`src/lic_pkg.sv`:
```
// Constants shared by the line interface control register block
package lic_pkg;

	// ----------------------------------------------------------------
	// Register indices (byte address is four times the index)
	// ----------------------------------------------------------------
	localparam logic [7:0] IDX_RING_CONFIG = 8'h02;
	localparam logic [7:0] IDX_LINE_CTRL_ONE = 8'h05;
	localparam logic [7:0] IDX_POWER_CTRL = 8'h06;
	localparam logic [7:0] IDX_SAMPLE_RATE = 8'h07;
	localparam logic [7:0] IDX_RESERVED_A = 8'h08;
	localparam logic [7:0] IDX_RESERVED_B = 8'h09;
	localparam logic [7:0] IDX_LOOPBACK = 8'h0A;

	// ----------------------------------------------------------------
	// Field positions
	// ----------------------------------------------------------------
	localparam int BIT_FULLWAVE = 0;
	localparam int BIT_RING_NEG = 6;
	localparam int BIT_RING_POS = 5;
	localparam int BIT_ONHOOK_MON = 3;
	localparam int BIT_RING_DET = 2;
	localparam int BIT_LINE_SEIZE = 0;
	localparam int BIT_LINE_PD = 4;
	localparam int BIT_SYS_PD = 3;
	localparam int BIT_WIDEBAND = 3;
	localparam int BIT_LOOPBACK = 0;

	// ----------------------------------------------------------------
	// Reset values
	// ----------------------------------------------------------------
	localparam logic [7:0] RST_RING_CONFIG = 8'h00;
	localparam logic [7:0] RST_LINE_CTRL_ONE = 8'h00;
	localparam logic [7:0] RST_POWER_CTRL = 8'h10;
	localparam logic [7:0] RST_SAMPLE_RATE = 8'h00;
	localparam logic [7:0] RST_LOOPBACK = 8'h00;

	// ----------------------------------------------------------------
	// Timing
	// ----------------------------------------------------------------
	localparam int CLK_HZ = 100_000_000;
	localparam int RING_HOLD_S = 5;
	localparam int RING_HOLD_CYCLES = RING_HOLD_S * CLK_HZ;
	localparam int SLOT_BITS_DEF = 8;

	// ----------------------------------------------------------------
	// AHB-Lite encodings
	// ----------------------------------------------------------------
	localparam logic [1:0] HTRANS_NONSEQ = 2'h2;
	localparam logic [1:0] HTRANS_SEQ = 2'h3;
	localparam logic [2:0] HSIZE_WORD = 3'h2;

endpackage : lic_pkg

```
`src/lic_line_ctrl.sv`:
```
// Line interface control and status registers on an AHB-Lite slave
//
// Implementation choice: register access over AHB-Lite.
`timescale 1ns/1ns
`default_nettype none

module lic_line_ctrl
	import lic_pkg::*;
#(
	parameter int RING_HOLD = RING_HOLD_CYCLES,
	parameter int SLOT_BITS = SLOT_BITS_DEF
) (
	input wire logic MCLK,
	input wire logic RST,
	input wire logic HSEL,
	input wire logic [31:0] HADDR,
	input wire logic [1:0] HTRANS,
	input wire logic HWRITE,
	input wire logic [2:0] HSIZE,
	input wire logic [31:0] HWDATA,
	input wire logic HREADY,
	output logic [31:0] HRDATA,
	output logic HREADYOUT,
	output logic HRESP,
	input wire logic RING_POSITIVE_IN,
	input wire logic RING_NEGATIVE_IN,
	input wire logic FRAME_SYNC_IN,
	input wire logic BIT_STROBE,
	input wire logic HIGHWAY_RECEIVE_PIN,
	input wire logic TX_FILTER_BIT,
	output logic RX_FILTER_BIT,
	output logic HIGHWAY_TRANSMIT_PIN,
	output logic SAMPLE_STROBE,
	output logic SAMPLE_SLOT,
	output logic LINE_SEIZE,
	output logic ONHOOK_MONITOR_ENABLE,
	output logic LINE_SIDE_POWERDOWN,
	output logic SYSTEM_SIDE_POWERDOWN,
	output logic WIDEBAND_SAMPLING_SELECT,
	output logic DIGITAL_LOOPBACK_ENABLE
);

	// ----------------------------------------------------------------
	// Parameter checks
	// ----------------------------------------------------------------
	localparam int TW = $clog2(RING_HOLD + 1);
	localparam int BW = $clog2(2 * SLOT_BITS + 1);
	generate
		if (RING_HOLD < 1) begin : g_bad_hold
			$error("RING_HOLD must be at least one cycle");
		end
		if (SLOT_BITS < 2) begin : g_bad_slot
			$error("SLOT_BITS must be at least two");
		end
	endgenerate

	// ----------------------------------------------------------------
	// Address decode
	// ----------------------------------------------------------------
	// Word index of a byte address, or 8'hFF when misaligned or out of map
	function automatic logic [7:0] reg_index(input logic [31:0] addr);
		logic [7:0] idx;
		idx = 8'hFF;
		if (addr[1:0] == 2'h0 && addr[31:10] == 22'h0) begin
			idx = addr[9:2];
		end
		return idx;
	endfunction : reg_index
	// ----------------------------------------------------------------
	// Declarations
	// ----------------------------------------------------------------
	logic [1:0] ring_sync;
	logic frame_sync;
	logic rx_sync;
	logic ring_pos_d_r;
	logic ring_neg_d_r;
	logic frame_d_r;
	logic pos_evt;
	logic neg_evt;
	logic ring_set;
	logic offhook_evt;
	logic fullwave_r;
	logic onhook_mon_r;
	logic ring_det_r;
	logic line_seize_r;
	logic line_pd_r;
	logic sys_pd_r;
	logic wideband_r;
	logic loopback_r;
	logic [TW-1:0] hold_r;
	logic [BW-1:0] bitcnt_r;
	logic [BW-1:0] bitcnt_nxt;
	logic wr_pend_r;
	logic [7:0] wr_idx_r;
	logic take;
	logic [7:0] rd_byte;
	logic [7:0] wdat;

	// ----------------------------------------------------------------
	// Pin synchronisers
	// ----------------------------------------------------------------
	// Ring pins, frame sync and highway data all come from outside
	lic_sync2 #(.W(4)) u_sync (
		.clk(MCLK),
		.rst(RST),
		.din({RING_NEGATIVE_IN, RING_POSITIVE_IN, FRAME_SYNC_IN,
			HIGHWAY_RECEIVE_PIN}),
		.dout({ring_sync, frame_sync, rx_sync})
	);

	// Previous synchronised levels for edge detection
	always_ff @(posedge MCLK or posedge RST) begin
		if (RST) begin
			ring_pos_d_r <= 1'b0;
			ring_neg_d_r <= 1'b0;
			frame_d_r <= 1'b0;
		end else begin
			ring_pos_d_r <= ring_sync[0];
			ring_neg_d_r <= ring_sync[1];
			frame_d_r <= frame_sync;
		end
	end

	assign pos_evt = ring_sync[0] & ~ring_pos_d_r;
	assign neg_evt = ring_sync[1] & ~ring_neg_d_r;
	// ----------------------------------------------------------------
	// AHB-Lite slave
	// ----------------------------------------------------------------
	// Address phase accepted when selected, active and bus ready
	assign take = HSEL & HREADY & (HTRANS == HTRANS_NONSEQ |
		HTRANS == HTRANS_SEQ);

	// Zero-wait slave, always OKAY
	always_ff @(posedge MCLK or posedge RST) begin
		if (RST) begin
			HREADYOUT <= 1'b1;
			HRESP <= 1'b0;
		end else begin
			HREADYOUT <= 1'b1;
			HRESP <= 1'b0;
		end
	end

	// Write address captured for the following data phase
	always_ff @(posedge MCLK or posedge RST) begin
		if (RST) begin
			wr_pend_r <= 1'b0;
			wr_idx_r <= 8'hFF;
		end else begin
			wr_pend_r <= take & HWRITE & (HSIZE == HSIZE_WORD);
			wr_idx_r <= reg_index(HADDR);
		end
	end
	// Write data byte, valid in the data phase
	assign wdat = HWDATA[7:0];

	// Read mux; unused bits and unmapped words read zero
	always_comb begin
		rd_byte = 8'h00;
		case (reg_index(HADDR))
			IDX_RING_CONFIG: rd_byte[BIT_FULLWAVE] = fullwave_r;
			IDX_LINE_CTRL_ONE: begin
				rd_byte[BIT_RING_NEG] = ring_sync[1];
				rd_byte[BIT_RING_POS] = ring_sync[0];
				rd_byte[BIT_ONHOOK_MON] = onhook_mon_r;
				rd_byte[BIT_RING_DET] = ring_det_r;
				rd_byte[BIT_LINE_SEIZE] = line_seize_r;
			end
			IDX_POWER_CTRL: begin
				rd_byte[BIT_LINE_PD] = line_pd_r;
				rd_byte[BIT_SYS_PD] = sys_pd_r;
			end
			IDX_SAMPLE_RATE: rd_byte[BIT_WIDEBAND] = wideband_r;
			IDX_LOOPBACK: rd_byte[BIT_LOOPBACK] = loopback_r;
			default: rd_byte = 8'h00;
		endcase
	end

	// Read data registered in the address phase, held otherwise
	always_ff @(posedge MCLK or posedge RST) begin
		if (RST) begin
			HRDATA <= 32'h00000000;
		end else if (take & ~HWRITE) begin
			HRDATA <= {24'h000000, rd_byte};
		end
	end

	// ----------------------------------------------------------------
	// Control registers
	// ----------------------------------------------------------------
	// Full-wave ring select
	always_ff @(posedge MCLK or posedge RST) begin
		if (RST) begin
			fullwave_r <= RST_RING_CONFIG[BIT_FULLWAVE];
		end else if (wr_pend_r && wr_idx_r == IDX_RING_CONFIG) begin
			fullwave_r <= wdat[BIT_FULLWAVE];
		end
	end

	// Line seize and on-hook monitor; other bits are read-only
	always_ff @(posedge MCLK or posedge RST) begin
		if (RST) begin
			line_seize_r <= RST_LINE_CTRL_ONE[BIT_LINE_SEIZE];
			onhook_mon_r <= RST_LINE_CTRL_ONE[BIT_ONHOOK_MON];
		end else if (wr_pend_r && wr_idx_r == IDX_LINE_CTRL_ONE) begin
			line_seize_r <= wdat[BIT_LINE_SEIZE];
			onhook_mon_r <= wdat[BIT_ONHOOK_MON];
		end
	end

	// Line-side powerdown starts set; clock setup is software's job
	always_ff @(posedge MCLK or posedge RST) begin
		if (RST) begin
			line_pd_r <= RST_POWER_CTRL[BIT_LINE_PD];
		end else if (wr_pend_r && wr_idx_r == IDX_POWER_CTRL) begin
			line_pd_r <= wdat[BIT_LINE_PD];
		end
	end

	// System powerdown is sticky; only the reset pin releases it
	always_ff @(posedge MCLK or posedge RST) begin
		if (RST) begin
			sys_pd_r <= RST_POWER_CTRL[BIT_SYS_PD];
		end else if (wr_pend_r && wr_idx_r == IDX_POWER_CTRL &&
			wdat[BIT_SYS_PD]) begin
			sys_pd_r <= 1'b1;
		end
	end

	// Sample rate select
	always_ff @(posedge MCLK or posedge RST) begin
		if (RST) begin
			wideband_r <= RST_SAMPLE_RATE[BIT_WIDEBAND];
		end else if (wr_pend_r && wr_idx_r == IDX_SAMPLE_RATE) begin
			wideband_r <= wdat[BIT_WIDEBAND];
		end
	end

	// Digital loopback enable
	always_ff @(posedge MCLK or posedge RST) begin
		if (RST) begin
			loopback_r <= RST_LOOPBACK[BIT_LOOPBACK];
		end else if (wr_pend_r && wr_idx_r == IDX_LOOPBACK) begin
			loopback_r <= wdat[BIT_LOOPBACK];
		end
	end

	// ----------------------------------------------------------------
	// Ring detect flag and hold timer
	// ----------------------------------------------------------------
	// Negative rings count only in full-wave mode
	assign ring_set = pos_evt | (fullwave_r & neg_evt);

	// Off-hook taken as the write that raises the seize bit
	assign offhook_evt = wr_pend_r && wr_idx_r == IDX_LINE_CTRL_ONE &&
		wdat[BIT_LINE_SEIZE] && !line_seize_r;

	// Timer reloads on each ring; a new ring beats any clear
	always_ff @(posedge MCLK or posedge RST) begin
		if (RST) begin
			ring_det_r <= RST_LINE_CTRL_ONE[BIT_RING_DET];
			hold_r <= '0;
		end else if (ring_set) begin
			ring_det_r <= 1'b1;
			hold_r <= TW'(RING_HOLD);
		end else if (offhook_evt) begin
			ring_det_r <= 1'b0;
			hold_r <= '0;
		end else if (hold_r != '0) begin
			hold_r <= hold_r - TW'(1);
			if (hold_r == TW'(1)) begin
				ring_det_r <= 1'b0;
			end
		end
	end

	// ----------------------------------------------------------------
	// Sample timing on the 8 kHz highway frame
	// ----------------------------------------------------------------
	// Bit position within the frame, saturating past two slots
	always_comb begin
		bitcnt_nxt = bitcnt_r;
		if (frame_sync & ~frame_d_r) begin
			bitcnt_nxt = '0;
		end else if (BIT_STROBE && bitcnt_r != BW'(2 * SLOT_BITS)) begin
			bitcnt_nxt = bitcnt_r + BW'(1);
		end
	end
	// Bit counter, parked at its end until a frame starts
	always_ff @(posedge MCLK or posedge RST) begin
		if (RST) begin
			bitcnt_r <= BW'(2 * SLOT_BITS);
		end else begin
			bitcnt_r <= bitcnt_nxt;
		end
	end

	// One sample per frame, or a second one in the adjacent slot
	always_ff @(posedge MCLK or posedge RST) begin
		if (RST) begin
			SAMPLE_STROBE <= 1'b0;
			SAMPLE_SLOT <= 1'b0;
		end else if (frame_sync & ~frame_d_r) begin
			SAMPLE_STROBE <= 1'b1;
			SAMPLE_SLOT <= 1'b0;
		end else if (wideband_r && BIT_STROBE &&
			bitcnt_r == BW'(SLOT_BITS - 1)) begin
			SAMPLE_STROBE <= 1'b1;
			SAMPLE_SLOT <= 1'b1;
		end else begin
			SAMPLE_STROBE <= 1'b0;
		end
	end

	// ----------------------------------------------------------------
	// Highway data path
	// ----------------------------------------------------------------
	// Received bit goes to the receive filter; loopback bypasses filters
	always_ff @(posedge MCLK or posedge RST) begin
		if (RST) begin
			RX_FILTER_BIT <= 1'b0;
			HIGHWAY_TRANSMIT_PIN <= 1'b0;
		end else begin
			RX_FILTER_BIT <= rx_sync;
			if (loopback_r) begin
				HIGHWAY_TRANSMIT_PIN <= rx_sync;
			end else begin
				HIGHWAY_TRANSMIT_PIN <= TX_FILTER_BIT;
			end
		end
	end

	// ----------------------------------------------------------------
	// Control outputs to the line side and system
	// ----------------------------------------------------------------
	// Registered copies, monitor enable masked by line seize, so each control pin comes from a flop
	always_ff @(posedge MCLK or posedge RST) begin
		if (RST) begin
			LINE_SEIZE <= 1'b0;
			ONHOOK_MONITOR_ENABLE <= 1'b0;
			LINE_SIDE_POWERDOWN <= 1'b1;
			SYSTEM_SIDE_POWERDOWN <= 1'b0;
			WIDEBAND_SAMPLING_SELECT <= 1'b0;
			DIGITAL_LOOPBACK_ENABLE <= 1'b0;
		end else begin
			LINE_SEIZE <= line_seize_r;
			ONHOOK_MONITOR_ENABLE <= onhook_mon_r & ~line_seize_r;
			LINE_SIDE_POWERDOWN <= line_pd_r;
			SYSTEM_SIDE_POWERDOWN <= sys_pd_r;
			WIDEBAND_SAMPLING_SELECT <= wideband_r;
			DIGITAL_LOOPBACK_ENABLE <= loopback_r;
		end
	end

endmodule : lic_line_ctrl
`default_nettype wire

```
`src/lic_sync2.sv`:
```
// Two flip-flop synchroniser for pin inputs
`timescale 1ns/1ns
`default_nettype none

module lic_sync2 #(
	parameter int W = 1
) (
	input wire logic clk,
	input wire logic rst,
	input wire logic [W-1:0] din,
	output logic [W-1:0] dout
);

	logic [W-1:0] meta_r;

	// First stage feeds only the second stage
	always_ff @(posedge clk or posedge rst) begin
		if (rst) begin
			meta_r <= '0;
			dout <= '0;
		end else begin
			meta_r <= din;
			dout <= meta_r;
		end
	end

endmodule : lic_sync2

`default_nettype wire

```
`config.mk`:
```
export PLATFORM = sky130hd
export DESIGN_NAME = lic_line_ctrl
export DESIGN_NICKNAME = d
export VERILOG_FILES = /design/src/lic_pkg.sv /design/src/lic_line_ctrl.sv /design/src/lic_sync2.sv
export SDC_FILE = /design/constraint.sdc
export NUM_CORES = 1
export LEC_CHECK = 0
export BUFFER_PORTS_ARGS = -buffer_cell sky130_fd_sc_hd__buf_2
export CAP_MARGIN = 20
export CORE_AREA = 2 2 90 92
export DETAILED_ROUTE_END_ITERATION = 10
export DIE_AREA = 0 0 92 94
export PLACE_DENSITY = 0.87
export SYNTH_ARGS = -nofsm -noshare
export SYNTH_HDL_FRONTEND = slang
export SYNTH_SLANG_ARGS = --single-unit
```
`constraint.sdc`:
```
create_clock -name MCLK -period 3.5 [get_ports MCLK]
set_input_delay 0.7 -clock MCLK [delete_from_list [all_inputs] [get_ports MCLK]]
set_output_delay 0.7 -clock MCLK [all_outputs]
set_load 0.02 [all_outputs]
```
Word level (Yosys, flattened, before mapping)

Index checks and enable logic that the tools add are counted.

Reduce and logical (&&, ||, !) cells: 21
Eq/ne operators: 16
Bitwise logic cells: 17
Mux-type cells: 20
Add/subtract/negate cells: 2

Operators with widths:

| kind                                                | count |
|---|---|
| two-way mux 29 bit                                  | 3 |
| == test 8 x 3 -> 1 bit (second input constant)      | 6 |
| == test 29 x 1 -> 1 bit (second input constant)     | 1 |
| nonzero test 29 bit                                 | 1 |
| subtractor 29 x 1 -> 29 bit (second input constant) | 1 |
| zero test 22 bit                                    | 1 |
| == test 8 x 2 -> 1 bit (second input constant)      | 2 |
| == test 8 x 4 -> 1 bit (second input constant)      | 2 |
| logical AND 1 bit                                   | 12 |
| two-way mux 1 bit                                   | 11 |
| bitwise AND 1 bit                                   | 10 |
| two-way mux 5 bit                                   | 2 |
| two-way mux 8 bit                                   | 1 |
| one-hot mux 1 bit (3 select lines)                  | 2 |
| nonzero test 3 bit                                  | 2 |
| adder 5 x 1 -> 5 bit (second input constant)        | 1 |
| == test 5 x 3 -> 1 bit (second input constant)      | 1 |
| != test 5 bit (second input constant)               | 1 |
| inverter 1 bit                                      | 5 |
| == test 2 bit (second input constant)               | 2 |
| nonzero test 2 bit                                  | 2 |
| == test 3 x 2 -> 1 bit (second input constant)      | 1 |
| zero test 2 bit                                     | 1 |
| two-way mux 2 bit                                   | 1 |
| 3 further kinds                                     | 4 |

Word-level logic and storage cells: 104
Register bits after elaboration: 78
Input bits: 80
Output and inout bits: 44

Logic depth before layout (Yosys ltp)

Depth in word-level cells: 6
Mapped depth: 7
Gate-level depth less buffers: 7

Modules after synthesis

A second synthesis with hierarchy kept.

Cells, all modules: 347
Area total of the unflattened synthesis: 3746.1 um2

By module, submodules not included:

| module        | cells each | area each (um2) | times used |
|---|---|---|---|
| lic_line_ctrl | 338        | 3542.1          | 1 |
| lic_sync2     | 9          | 203.9           | 1 |

Least setup slack after synthesis

Ideal clock, no wire load.

Kind: in2reg
Start: input HWDATA[0]
End: register hold_r[5]
Stages: 5
Data arrival time: 2.179 ns
Data required time: 3.370 ns
Buffers on the path: 1
Setup time: 0.130 ns
Slack: 1.191 ns
Path through: or3b_2 -> nor4_1 -> nand2b_1 -> buf_4 -> a21oi_1

Longest elaborated chain between the ends: 4
Elaborated cells on any way between the ends: 5

RTL lines:

| element                | line                 | RTL |
|---|---|---|
| start: declaration     | lic_line_ctrl.sv:20  | `input wire logic [31:0] HWDATA,` |
| logical AND 1 bit (*)  | lic_line_ctrl.sv:255 | `assign offhook_evt = wr_pend_r && wr_idx_r == IDX_LINE_CTRL_ONE &&` |
| logical AND 1 bit (*)  | lic_line_ctrl.sv:256 | `wdat[BIT_LINE_SEIZE] && !line_seize_r;` |
| two-way mux 29 bit     | lic_line_ctrl.sv:266 | `end else if (offhook_evt) begin` |
| two-way mux 29 bit     | lic_line_ctrl.sv:263 | `end else if (ring_set) begin` |
| end signal: assignment | lic_line_ctrl.sv:265 | `hold_r <= TW'(RING_HOLD);` |
| end signal: assignment | lic_line_ctrl.sv:270 | `hold_r <= hold_r - TW'(1);` |
| end: declaration       | lic_line_ctrl.sv:90  | `logic [TW-1:0] hold_r;` |

Every way passes the cells marked *; elsewhere a longest branch is shown, timed or not.
A chain may end at the register's enable or synchronous reset.

Worst setup path in the final report

Start: register hold_r[15]
End: register hold_r[8]

Longest elaborated chain between the ends: 2

RTL lines:

| element                      | line                 | RTL |
|---|---|---|
| nonzero test 29 bit          | lic_line_ctrl.sv:269 | `end else if (hold_r != '0) begin` |
| nonzero test 3 bit (no line) | -                    |  |

No other way between the ends.

==> impl_metrics.ini <==
[timing]
achievable-frequency_mhz = 377
totalNegativeSetupSlack_ns = 0
post-route-period-util_pct = 75.8
final_max_slew_viol_count = 0
finalClockSkew_ns = 0.0119
rsz0062_at_grt = false
final_critical_path_setup_slack_ns = 0.846
hold_violations = 0
final_period_minus_worst_setup_slack_ns = 2.65
hold-worst-slack_ns = 0.362
tightest_slew_ns = 0.646
max_slew_margin_pct = 56.6
timing.final.setup_violations = 0

[clocking]
cts-root-to-sink-buffers = 2
clkSlewWorstSetupHoldPaths_ns = 0.10
tritoncts = done
numCtsBuffers = 9
clock_latency_at_the_later_pin_of_the_worst_skew_pair_ns = 0.36
clockRootBuffer = sky130_fd_sc_hd__clkbuf_8
clock_sinks = 78
cts_resized = 0
cts_setup_buffers = 0
cts_max_level = 3
number_of_hold_buffers_added_after_cts = 0

[die]
floorplan.die_area_um2 = 8650
core-area_um2 = 7610
ios = 124
floorplan.die.width_um = 92
floorplan.rows = 32
overall_die_height_um = 94
initial_core_util_pct = 49.6

[synth]
post_synth_main_area_contributors = sky130_fd_sc_hd__dfrtp_1 (44%), sky130_fd_sc_hd__dfstp_2 (7.7%), sky130_fd_sc_hd__buf_4 (5.8%)
yosysTopAreaCellShare_pct = 44.4
synth_seq_area_share_pct = 52.1
synth.cell_area_um2 = 3770
synth_cell_type_count = 52
synth_edf_count = 0
yosys.area.top_type = sky130_fd_sc_hd__dfrtp_1
synth_flop_cell = sky130_fd_sc_hd__dfrtp_1
synth.avg_cell_area_um2 = 10.8
netlist_top_cells_count = sky130_fd_sc_hd__dfrtp_1 (67), sky130_fd_sc_hd__buf_4 (29), sky130_fd_sc_hd__nor2_1 (27)
synth_warnings = 0
syn_inst = 350
yosys.cell_count.top_type = sky130_fd_sc_hd__dfrtp_1
ys_async_sr_fraction_pct = 100
synth_register_bits = 78

[min_path]
worstHoldPathCells = 0
hp-class = reg2reg

[worst_setup_path]
timing.critical_path.required_ns = 3.72
critical_path.endpoint_type = register
path_class = reg2reg
timing.critical_path.arrival_ns = 2.87
crit_fanout = 9
worstSetupStartpointType = register
reg2reg_depth = 5

[routing]
drt_drc_violations_left = 0
detail_route.wirelength_um = 7660
drt_first_pass_iters = 4
dr.first_iter.drc_count = 266
route.detailed.wl_per_inst_um = 14.6
viasPerCell = 5.44
detail-route-antenna-nets = 0
vias = 2861

[job]
max_cap_violations = 0

[grt]
grt_antenna_before_repair = 0
grt_pass1_wl_um = 12800
grt_pass1_vias = 2803
pin_count_of_the_biggest_net_entering_global_routing = 79
globalRouteTotalUtil_pct = 18.8
grt.overflow.total = 0

[place]
gp_congestion = 0.894
place_ws_ns = 0.899
buffer_ports.inserted = 65
half_perimeter_wire_length_after_placement_um = 5640

[final_layout]
seq_area_um2 = 1970
num-fill-cells = 621
num_antenna_cells = 0
syn2layout_area_growth_pct = 14.0
multiInputGateArea_um2 = 1620
final_layout_size_suffix_gt1_share_pct = 27.8
fin_nets = 504

[outcome]
outcome = completed

[power_and_ir_drop]
ir_worst_vdd_mv = 0.282
powerDensity_nw_per_um2 = 480
leakage_nw = 1.92
==> flip-flops by register name (all words and copies together), names as in the netlist, 4 cells and up <==
signal / flops
HRDATA: 6
bitcnt_r: 5
hold_r: 29
u_sync.meta_r: 4
u_sync.dout: 4
wr_idx_r: 8
==> power by group <==
| part | internal, mW | switching [mW] |
|---|---|---|
| logic | 0.149 | 0.209 |
| registers | 0.975 | 0.0891 |
| clock network | 0.275 | 0.368 |
| total | 1.40 | 0.666 |
==> stage by stage <==
stage	instance area, um^2	cells	power (mW)	util, %
floorplan	3870	376	1.35	-
global placement	4120	510	1.41	54.1
detailed placement	4120	510	1.43	54.1
CTS	4300	526	2.07	56.6
global route	4300	526	2.17	56.6
finish	4300	526	2.06	56.6
==> final timing paths <==
kind | from | slack, ns | end
worst max-delay path | hold_r[15] | 0.85 | hold_r[8]
worst min-delay path | u_sync.meta_r[1] | 0.36 | u_sync.dout[1]
worst max register to register | hold_r[15] | 0.85 | hold_r[8]
worst min register to register | u_sync.meta_r[1] | 0.36 | u_sync.dout[1]
max in group asynchronous | RST | 2.73 | wr_idx_r[2]
min in group asynchronous | RST | 0.39 | bitcnt_r[2]
==> cell usage in the layout (no fill, tap or decap), types with 3 or more instances in the layout <==
cell,Yosys,layout
sky130_fd_sc_hd__clkbuf_8,0,9
sky130_fd_sc_hd__nor2b_1,6,6
sky130_fd_sc_hd__a21oi_1,5,5
sky130_fd_sc_hd__nand4_1,5,5
sky130_fd_sc_hd__or4_1,6,6
sky130_fd_sc_hd__a22o_1,3,3
sky130_fd_sc_hd__nand3b_1,5,5
sky130_fd_sc_hd__xnor2_1,14,14
sky130_fd_sc_hd__dfrtp_1,67,67
sky130_fd_sc_hd__a31o_2,3,3
sky130_fd_sc_hd__ha_1,5,5
sky130_fd_sc_hd__nor3_1,4,4
sky130_fd_sc_hd__mux2_2,7,7
sky130_fd_sc_hd__nand2_1,19,19
sky130_fd_sc_hd__or2_2,3,3
sky130_fd_sc_hd__or3_1,14,14
sky130_fd_sc_hd__nor2_1,27,27
sky130_fd_sc_hd__nand3_1,8,8
sky130_fd_sc_hd__nor4_1,17,17
sky130_fd_sc_hd__mux2i_1,6,6
sky130_fd_sc_hd__inv_1,11,10
sky130_fd_sc_hd__a31oi_1,5,5
sky130_fd_sc_hd__conb_1,2,28
sky130_fd_sc_hd__o21ai_0,13,13
sky130_fd_sc_hd__buf_2,1,65
sky130_fd_sc_hd__a311oi_1,4,4
sky130_fd_sc_hd__nand2b_1,7,7
sky130_fd_sc_hd__xor2_1,8,8
sky130_fd_sc_hd__dfstp_2,11,11
==> worst max-delay path: stages (launching register included) <==
cell and delay, ns:
sky130_fd_sc_hd__dfrtp_1 0.44, sky130_fd_sc_hd__or4_1 0.69, sky130_fd_sc_hd__nor4_4 0.59, sky130_fd_sc_hd__nand3_1 0.28
sky130_fd_sc_hd__nand2b_1 0.35, sky130_fd_sc_hd__o21ai_0 0.16
==> metal layers <==
layer  global-route usage (%)  up-vias  wire length (um)
met5                        0        -                 0
met4                     8.58        0               131
met3                     3.61       13               410
met2                     31.6      118              3980
met1                     23.7     1401              3140
li1                         -     1329                 -
==> final cells by class <==
type                            count  share of cell area (%)
Clock buffer                        9                    2.88
Clock inverter                      7                    1.51
Timing Repair Buffer               68                    8.37
Tap cell                          102                    2.97
Sequential cell                    78                    45.7
Multi-Input combinational cell    251                    37.6
Inverter                           11                   0.959
==> cells by family (layout without fill, tap and decap cells) <==
family,after synthesis,in the layout,share of synthesized area [%]
AND/OR/NAND/NOR,140,140,21.9
flip-flops,78,78,52.1
buffers and inverters,47,95,7.59
AO/OA/AOI/OAI,43,43,7.76
XOR/XNOR,22,22,5.10
multiplexers,13,13,3.68
adder cells (fa/ha/maj),5,5,1.66
other,2,28,0.199
No activity file was read; power rests on OpenSTA's default activity.
